===== src/rtl/crm_cfg.svh =====
`ifndef CRM_CFG_SVH
`define CRM_CFG_SVH

// Serial channel bases, in channel order 0B 0A 1B 1A 2B 2A
`define CRM_SER_BASE_0B    32'hF400_0000
`define CRM_SER_BASE_0A    32'hF400_0080
`define CRM_SER_BASE_1B    32'hF480_0000
`define CRM_SER_BASE_1A    32'hF480_0080
`define CRM_SER_BASE_2B    32'hF500_0000
`define CRM_SER_BASE_2A    32'hF500_0080
`define CRM_SER_DATA_OFS   32'h0000_0040
`define CRM_SER_CHANNELS   6

// Clock chip registers and backup RAM, one byte per 64-byte step
`define CRM_WCH_BASE       32'hF600_0000
`define CRM_WCH_LAST       32'hF600_0340
`define CRM_RAM_FIRST      32'hF600_0380
`define CRM_RAM_LAST       32'hF600_FC00
`define CRM_BYTE_STEP_LSB  6

// Module registers
`define CRM_NODE_IDENTITY  32'hF700_0000
`define CRM_LED_CONTROL    32'hF700_0040
`define CRM_HALT_MASK      32'hF700_0080
`define CRM_INTR_SUMMARY   32'hF700_00C0
`define CRM_HALT_SUMMARY   32'hF700_0100
`define CRM_SYS_RESET_TRIG 32'hF700_0140
`define CRM_MISC_CONTROL   32'hF700_0180
`define CRM_RUN_MODE_CTRL  32'hF780_0000
`define CRM_TAG_ACCESS     32'hF780_0100
`define CRM_LOC_COUNT      8
`define CRM_LOC_RST        8'hFF

// Field positions
`define CRM_ID_REQ_MODE_HI 7
`define CRM_ID_REQ_MODE_LO 6
`define CRM_ID_CONWIN_BIT  5
`define CRM_ID_BAD_BIT     4
`define CRM_ID_FACTORY_BIT 3
`define CRM_ID_SLOT_HI     2
`define CRM_LED_CONWIN_BIT 1
`define CRM_IDX_W          4

`endif


===== src/rtl/crm_pkg.sv =====
package crm_pkg;

  typedef struct packed {
    logic        req;
    logic        we;
    logic [31:0] addr;
    logic [7:0]  wdata;
  } crm_bus_req_t;

  typedef struct packed {
    logic       ack;
    logic       err;
    logic [7:0] rdata;
  } crm_bus_rsp_t;

  typedef struct packed {
    logic       stb;
    logic       we;
    logic [2:0] chan;
    logic       data_reg;
    logic [3:0] index;
    logic [7:0] wdata;
  } crm_ser_cmd_t;

  typedef struct packed {
    logic       stb;
    logic       we;
    logic [9:0] index;
    logic [7:0] wdata;
  } crm_wch_cmd_t;

  typedef struct packed {
    logic [1:0] req_mode;
    logic       conwin_n;
    logic       bad_n;
    logic       factory;
    logic [2:0] slot;
  } crm_pins_t;

  typedef enum logic [1:0] {CRM_IDLE, CRM_SER, CRM_WCH} crm_state_t;

endpackage


===== src/rtl/crm_console_regs.sv =====
// Operation
// - Module registers are eight bits wide
// - Decode six serial channel base addresses
// - Base and base+40H share read/write registers
// - Index write, next access, index clears
// - Backup RAM window, one byte per step
// - Identity is read-only, live configuration
// - Bits 7:6 report request mode
// - Bit 5 is inverted console-winner line
// - Bit 4 is inverted bad-module line
// - Bit 3 is factory status bit
// - Bits 2:0 report slot number
`include "crm_cfg.svh"

module crm_console_regs #(
  parameter int NUM_CHAN = `CRM_SER_CHANNELS
) (
  input  wire logic                  core_clk_in,
  input  wire logic                  nrst_in,
  input  wire crm_pkg::crm_bus_req_t bus_in,
  output crm_pkg::crm_bus_rsp_t      bus_out,
  output crm_pkg::crm_ser_cmd_t      ser_out,
  input  wire logic                  ser_ack_in,
  input  wire logic [7:0]            ser_rdata_in,
  output crm_pkg::crm_wch_cmd_t      wch_out,
  input  wire logic                  wch_ack_in,
  input  wire logic [7:0]            wch_rdata_in,
  input  wire crm_pkg::crm_pins_t    pins_in,
  output logic [63:0]                loc_regs_out,
  output logic                       conwin_line_o_out,
  output logic                       conwin_line_oe_out
);

  ////////////////////////////////////////////////////////////////////////////
  localparam logic [31:0] SER_BASE [6] = '{`CRM_SER_BASE_0B,
    `CRM_SER_BASE_0A, `CRM_SER_BASE_1B, `CRM_SER_BASE_1A,
    `CRM_SER_BASE_2B, `CRM_SER_BASE_2A};
  localparam logic [31:0] LOC_ADDR [8] = '{`CRM_LED_CONTROL,
    `CRM_HALT_MASK, `CRM_INTR_SUMMARY, `CRM_HALT_SUMMARY,
    `CRM_SYS_RESET_TRIG, `CRM_MISC_CONTROL, `CRM_RUN_MODE_CTRL,
    `CRM_TAG_ACCESS};

  // Decode tables are fixed at six channels
  if (NUM_CHAN != `CRM_SER_CHANNELS)
  begin : g_bad_chan
    $error("crm_console_regs serves exactly six serial channels");
  end

  crm_pkg::crm_pins_t pins_s;
  crm_pkg::crm_state_t state_reg;
  crm_pkg::crm_state_t state_next;
  crm_pkg::crm_bus_rsp_t rsp_reg;
  crm_pkg::crm_bus_rsp_t rsp_next;
  crm_pkg::crm_ser_cmd_t ser_reg;
  crm_pkg::crm_ser_cmd_t ser_next;
  crm_pkg::crm_wch_cmd_t wch_reg;
  crm_pkg::crm_wch_cmd_t wch_next;
  logic [7:0]   loc_reg [8];
  logic [7:0]   loc_next [8];
  logic [3:0]   idx_reg [6];
  logic [3:0]   idx_next [6];
  logic [5:0]   ctl_hit;
  logic [5:0]   dat_hit;
  logic [7:0]   loc_hit;
  logic         accept;
  logic         ser_hit;
  logic         wch_hit;
  logic         id_hit;
  logic [2:0]   hit_chan;
  logic [7:0]   id_value;
  logic         oe_reg;
  logic         oe_next;

  ////////////////////////////////////////////////////////////////////////////
  // Backplane and strap pins come from outside this clock
  crm_sync #(
    .WIDTH (8)
  ) u_pin_sync (
    .core_clk_in (core_clk_in),
    .nrst_in     (nrst_in),
    .async_in    (pins_in),
    .sync_out    (pins_s)
  );

  always_comb
  begin
    id_value = {pins_s.req_mode,
                ~pins_s.conwin_n,
                ~pins_s.bad_n,
                pins_s.factory,
                pins_s.slot};
  end

  ////////////////////////////////////////////////////////////////////////////
  // Address decode; only the idle state takes a request
  assign accept  = bus_in.req && (state_reg == crm_pkg::CRM_IDLE);
  assign id_hit  = bus_in.addr == `CRM_NODE_IDENTITY;
  assign ser_hit = |(ctl_hit | dat_hit);
  assign wch_hit = (bus_in.addr[31:16] == 16'(`CRM_WCH_BASE >> 16)) &&
                   (bus_in.addr[5:0] == 6'h00) &&
                   (bus_in.addr <= `CRM_RAM_LAST);

  genvar gi;
  generate
    for (gi = 0; gi < 6; gi++)
    begin : g_chan
      assign ctl_hit[gi] = bus_in.addr == SER_BASE[gi];
      assign dat_hit[gi] = bus_in.addr ==
                           SER_BASE[gi] + `CRM_SER_DATA_OFS;

      // Write to main control at index 0 loads the pointer; the next
      // access at the base uses it and drops it back to zero.
      always_comb
      begin
        idx_next[gi] = idx_reg[gi];
        if (accept && ctl_hit[gi])
        begin
          if (idx_reg[gi] != 4'h0)
            idx_next[gi] = 4'h0;
          else if (bus_in.we)
            idx_next[gi] = bus_in.wdata[3:0];
        end
      end

      always_ff @(posedge core_clk_in)
      begin
        if (!nrst_in)
          idx_reg[gi] <= 4'h0;
        else
          idx_reg[gi] <= idx_next[gi];
      end

    end
  endgenerate

  generate
    for (gi = 0; gi < 8; gi++)
    begin : g_loc
      assign loc_hit[gi] = bus_in.addr == LOC_ADDR[gi];
    end
  endgenerate

  always_comb
  begin
    hit_chan = 3'h0;
    for (int i = 0; i < 6; i++)
    begin
      if (ctl_hit[i] || dat_hit[i])
        hit_chan = 3'(i);
    end
  end

  ////////////////////////////////////////////////////////////////////////////
  // Bus sequencing
  always_comb
  begin
    state_next = state_reg;
    rsp_next   = '0;
    ser_next   = ser_reg;
    ser_next.stb = 1'b0;
    wch_next   = wch_reg;
    wch_next.stb = 1'b0;
    for (int i = 0; i < 8; i++)
      loc_next[i] = loc_reg[i];
    oe_next = ~loc_reg[0][`CRM_LED_CONWIN_BIT];
    case (state_reg)
      crm_pkg::CRM_IDLE:
      begin
        if (accept)
        begin
          if (ser_hit)
          begin
            ser_next.stb      = 1'b1;
            ser_next.we       = bus_in.we;
            ser_next.chan     = hit_chan;
            ser_next.data_reg = |dat_hit;
            ser_next.index    = (|ctl_hit) ? idx_reg[hit_chan] : 4'h0;
            ser_next.wdata    = bus_in.wdata;
            state_next        = crm_pkg::CRM_SER;
          end
          else if (wch_hit)
          begin
            wch_next.stb   = 1'b1;
            wch_next.we    = bus_in.we;
            wch_next.index = bus_in.addr[15:`CRM_BYTE_STEP_LSB];
            wch_next.wdata = bus_in.wdata;
            state_next     = crm_pkg::CRM_WCH;
          end
          else if (id_hit)
          begin
            rsp_next.ack = 1'b1;
            // Writes land nowhere
            rsp_next.rdata = bus_in.we ? 8'h00 : id_value;
          end
          else if (|loc_hit)
          begin
            rsp_next.ack = 1'b1;
            for (int i = 0; i < 8; i++)
            begin
              if (loc_hit[i])
              begin
                rsp_next.rdata = loc_reg[i];
                if (bus_in.we)
                  loc_next[i] = bus_in.wdata;
              end
            end
          end
          else
          begin
            rsp_next.ack = 1'b1;
            rsp_next.err = 1'b1;
          end
        end
      end
      crm_pkg::CRM_SER:
      begin
        // External part is trusted to answer; no timeout here
        if (ser_ack_in)
        begin
          rsp_next.ack   = 1'b1;
          rsp_next.rdata = ser_reg.we ? 8'h00 : ser_rdata_in;
          state_next     = crm_pkg::CRM_IDLE;
        end
      end
      crm_pkg::CRM_WCH:
      begin
        if (wch_ack_in)
        begin
          rsp_next.ack   = 1'b1;
          rsp_next.rdata = wch_reg.we ? 8'h00 : wch_rdata_in;
          state_next     = crm_pkg::CRM_IDLE;
        end
      end
      default:
        state_next = crm_pkg::CRM_IDLE;
    endcase
  end

  always_ff @(posedge core_clk_in)
  begin
    if (!nrst_in)
    begin
      state_reg <= crm_pkg::CRM_IDLE;
      rsp_reg   <= '0;
      ser_reg   <= '0;
      wch_reg   <= '0;
      oe_reg    <= 1'b0;
      for (int i = 0; i < 8; i++)
        loc_reg[i] <= `CRM_LOC_RST;
    end
    else
    begin
      state_reg <= state_next;
      rsp_reg   <= rsp_next;
      ser_reg   <= ser_next;
      wch_reg   <= wch_next;
      oe_reg    <= oe_next;
      for (int i = 0; i < 8; i++)
        loc_reg[i] <= loc_next[i];
    end
  end

  ////////////////////////////////////////////////////////////////////////////
  assign bus_out            = rsp_reg;
  assign ser_out            = ser_reg;
  assign wch_out            = wch_reg;
  assign conwin_line_oe_out = oe_reg;
  assign conwin_line_o_out  = 1'b0;

  generate
    for (gi = 0; gi < 8; gi++)
    begin : g_out
      assign loc_regs_out[gi*8 +: 8] = loc_reg[gi];
    end
  endgenerate
endmodule


===== src/rtl/crm_sync.sv =====
module crm_sync #(
  parameter int WIDTH = 8
) (
  input  wire logic             core_clk_in,
  input  wire logic             nrst_in,
  input  wire logic [WIDTH-1:0] async_in,
  output logic      [WIDTH-1:0] sync_out
);

  logic [WIDTH-1:0] meta_reg;
  logic [WIDTH-1:0] meta_next;
  logic [WIDTH-1:0] sync_reg;
  logic [WIDTH-1:0] sync_next;

  // Refused at elaboration, before any logic is built
  if (WIDTH < 1)
  begin : g_bad_width
    $error("crm_sync needs at least one bit");
  end

  // First stage feeds only the second stage
  always_comb
  begin
    meta_next = async_in;
    sync_next = meta_reg;
  end

  always_ff @(posedge core_clk_in)
  begin
    if (!nrst_in)
    begin
      meta_reg <= '0;
      sync_reg <= '0;
    end
    else
    begin
      meta_reg <= meta_next;
      sync_reg <= sync_next;
    end
  end

  assign sync_out = sync_reg;

endmodule


===== config.mk =====
export PLATFORM = sky130hd
export DESIGN_NAME = crm_console_regs
export DESIGN_NICKNAME = d
export VERILOG_FILES = /design/src/rtl/crm_pkg.sv /design/src/rtl/crm_console_regs.sv /design/src/rtl/crm_sync.sv
export VERILOG_INCLUDE_DIRS = /design/src /design/src/rtl
export SDC_FILE = /design/constraint.sdc
export NUM_CORES = 1
export LEC_CHECK = 0
export ABC_CLOCK_PERIOD_IN_PS = 7200
export BUFFER_PORTS_ARGS = -buffer_cell sky130_fd_sc_hd__buf_2
export CAP_MARGIN = 15
export CELL_PAD_IN_SITES_DETAIL_PLACEMENT = 0
export CELL_PAD_IN_SITES_GLOBAL_PLACEMENT = 2
export CORE_AREA = 2 2 173 175
export DETAILED_ROUTE_END_ITERATION = 10
export DIE_AREA = 0 0 175 177
export PLACE_DENSITY_LB_ADDON = 0.3
export SETUP_SLACK_MARGIN = 0.4
export SYNTH_ARGS = -nofsm -noshare
export SYNTH_HDL_FRONTEND = slang
export SYNTH_HIERARCHICAL = 1
export SYNTH_SLANG_ARGS = --single-unit
export TNS_END_PERCENT = 50

===== constraint.sdc =====
create_clock -name core_clk_in -period 7.2 [get_ports core_clk_in]
set_input_delay 1.08 -clock core_clk_in [delete_from_list [all_inputs] [get_ports core_clk_in]]
set_output_delay 1.08 -clock core_clk_in [all_outputs]
set_load 0.02 [all_outputs]

==> flow_metrics.tcl <==
set metrics [dict create \
    start_util 0.247 \
    avgRoutedWirePerCell_um 20.0 \
    cts_hold_buf 0 \
    synth_top_area_frac 0.430 \
    crit_family "simple AND/OR/NAND/NOR gates" \
    nFillCells 3137 \
    drt-initial-drc-count 441 \
    hold_viol_final 0 \
    cts_setup_buffers 0 \
    tightest_slew_ps 1070 \
    yosys.area.top_type "dfxtp_1" \
    insertion_delay_ps 440 \
    io_buffers 182 \
    syn-cell-area_um2 7220 \
    placementRows 63 \
    path_clk_slew_ps 70 \
    dp_hpwl_mm 19.6 \
    max_freq_mhz 235 \
    worst_ep_arrival_time_ps 4550 \
    power.leakage_nw 3.61 \
    holdWs_ps 444 \
    antenna_found_initial 0 \
    cts_inserted_buffers 17 \
    skew_ps 12.2 \
    ys.flop_type "dfxtp_1" \
    drv_cap 0 \
    largest_reg_flops 64 \
    yosys-top-cells-area "dfxtp_1 (43%), mux2i_1 (9.3%), nand2_1 (9.1%), a21boi_0 (3.7%), nand3_1 (3.5%)" \
    clkPwrFrac 0.503 \
    drv_slew 0 \
    status "complete, no violations" \
    power_frac_comb 0.056 \
    p_per_area_nw_per_um2 216 \
    regArea_um2 3100 \
    post_cts_resized 0 \
    peakVddDrop_mv 0.135 \
    intPower_mw 1.48 \
    fin_crit_ps 4260 \
    cp_cell_sequence "buf_2 > nor4_1 > or3_1 > a31oi_1 > nand4_1 > or4_1 > mux2i_1 > nand2_1" \
    final_net_count 1044 \
    rsz0062_at_grt "false" \
    reg2reg_slack_ps 3810 \
    max_stage_delay_ps 1060 \
    area_delta_synth_final_pct 25.5 \
    grt_max_degree 86 \
    hp-class "flip-flop to flip-flop" \
    mappedNetlistNets 895 \
    grt_pass1_wl_mm 41.1 \
    routabilityCongestion 0.797 \
    crit_type "input port to flip-flop" \
    min_period_over_period 0.592 \
    cpMaxStageDelayCell "or4_1" \
    seq_power_share 0.441 \
    setup_tns_ps 0 \
    ys_types 71 \
    avgSynthCellArea_um2 8.75 \
    cts_tree "done" \
    fp.dieH_um 177 \
    synth_seq_cells 155 \
    grt_pass1_vias 6316 \
    io_pins 184 \
    fin_util 0.310 \
    drive_above_1_share 0.261 \
    mostFrequentLayoutCells "buf_2 (181), nand2_1 (174), dfxtp_1 (155)" \
    critPathBufInv 1 \
    synth_edf_count 0 \
    synthArstFlopShare 0 \
    fp.dieW_um 175 \
    dr.pass1.iters 5 \
    core_area_um2 29200 \
    max_slew_margin 0.282 \
    p_switching_mw 0.477 \
    seq_area_frac_synth 0.430 \
    cp.required_ps 7480 \
    viasPerCell 4.82 \
    diodes 0 \
    synthesis.yosys.warnings 6 \
    grt_overflow 0 \
    htree_levels 4 \
    multi_input_area_um2 3840 \
    clock_path_buffers 2 \
    synth_cells 825 \
    layout_commonest_cell "buf_2" \
    crit_path_end_kind "flip-flop" \
    die_area_um2 31000 \
    crit_fanout 26 \
    clkSinkCount 155 \
    vias 6637 \
    finalWirelength_mm 27.6 \
    drc 0 \
    switching_share 0.243 \
    cts-root-buf "clkbuf_16" \
    postRouteAntennaNets 0 \
    setup_viol 0 \
    track_usage 0.177 \
    critPathLaunchType "input port" \
]
layout make-up:
type / count / area share
Multi-Input combinational cell: 603 / 0.424
Sequential cell: 155 / 0.343
Timing Repair Buffer: 189 / 0.107
Tap cell: 390 / 0.0539
Clock buffer: 19 / 0.0478
Clock inverter: 12 / 0.0207
Inverter: 8 / 0.00332
logic make-up after synthesis:
group / after synthesis / share of synthesized area
compound gates: 155 / 0.154
buf+inv: 67 / 0.0404
flops: 155 / 0.430
mux: 73 / 0.102
other cells: 1 / 0.000520
simple gates: 374 / 0.273
power groups by stage:
stage | Clock, mW | Combinational (mW) | Sequential, mW
after floorplan | 0 | 0.0588 | 0.883
after global routing | 1.04 | 0.119 | 0.863
after global placement | 0 | 0.112 | 0.883
final | 0.986 | 0.110 | 0.863
after detailed placement | 0 | 0.112 | 0.883
after CTS | 1.01 | 0.112 | 0.863
Yosys cell counts (11+ instances only):
| library cell | number |
|---|---|
| nand2_1 | 174 |
| dfxtp_1 | 155 |
| mux2i_1 | 67 |
| nand3_1 | 51 |
| clkbuf_1 | 40 |
| a21boi_0 | 36 |
| o21ai_0 | 28 |
| nor2_1 | 21 |
| a21boi_1 | 18 |
| nor4_1 | 15 |
| and2_2 | 12 |
| a21oi_1 | 11 |
| nor3_1 | 11 |
routing by layer:
layer	global-route usage	vias to the layer above	share of wire
met3	0.0320	24	0.044
met1	0.242	3192	0.47
li1	-	3238	-
met2	0.286	183	0.47
met4	0.0521	0	0.014
met5	0	-	0
path summary, 6_finish.rpt:
kind	startpoint	to	depth (start not counted)
hold reg to reg	u_pin_sync/meta_reg[1]	u_pin_sync/sync_out[1]	1
setup / recovery	bus_in[15]	loc_reg[0][9]	8
hold / removal	u_pin_sync/meta_reg[1]	u_pin_sync/sync_out[1]	1
setup reg to reg	state_reg[1]	loc_reg[0][9]	7
per-stage QoR:
stage,std cells,total power [mW],cell area (um^2),setup slack [ps]
5_1_grt,1376,2.03,9060,2690
3_3_place_gp,1344,0.995,8420,2550
6_report,1376,1.96,9060,2940
4_1_cts,1375,1.99,9040,2910
2_1_floorplan,825,0.942,7220,4010
3_5_place_dp,1344,0.995,8420,2480
(Power assumes the default switching activity.)
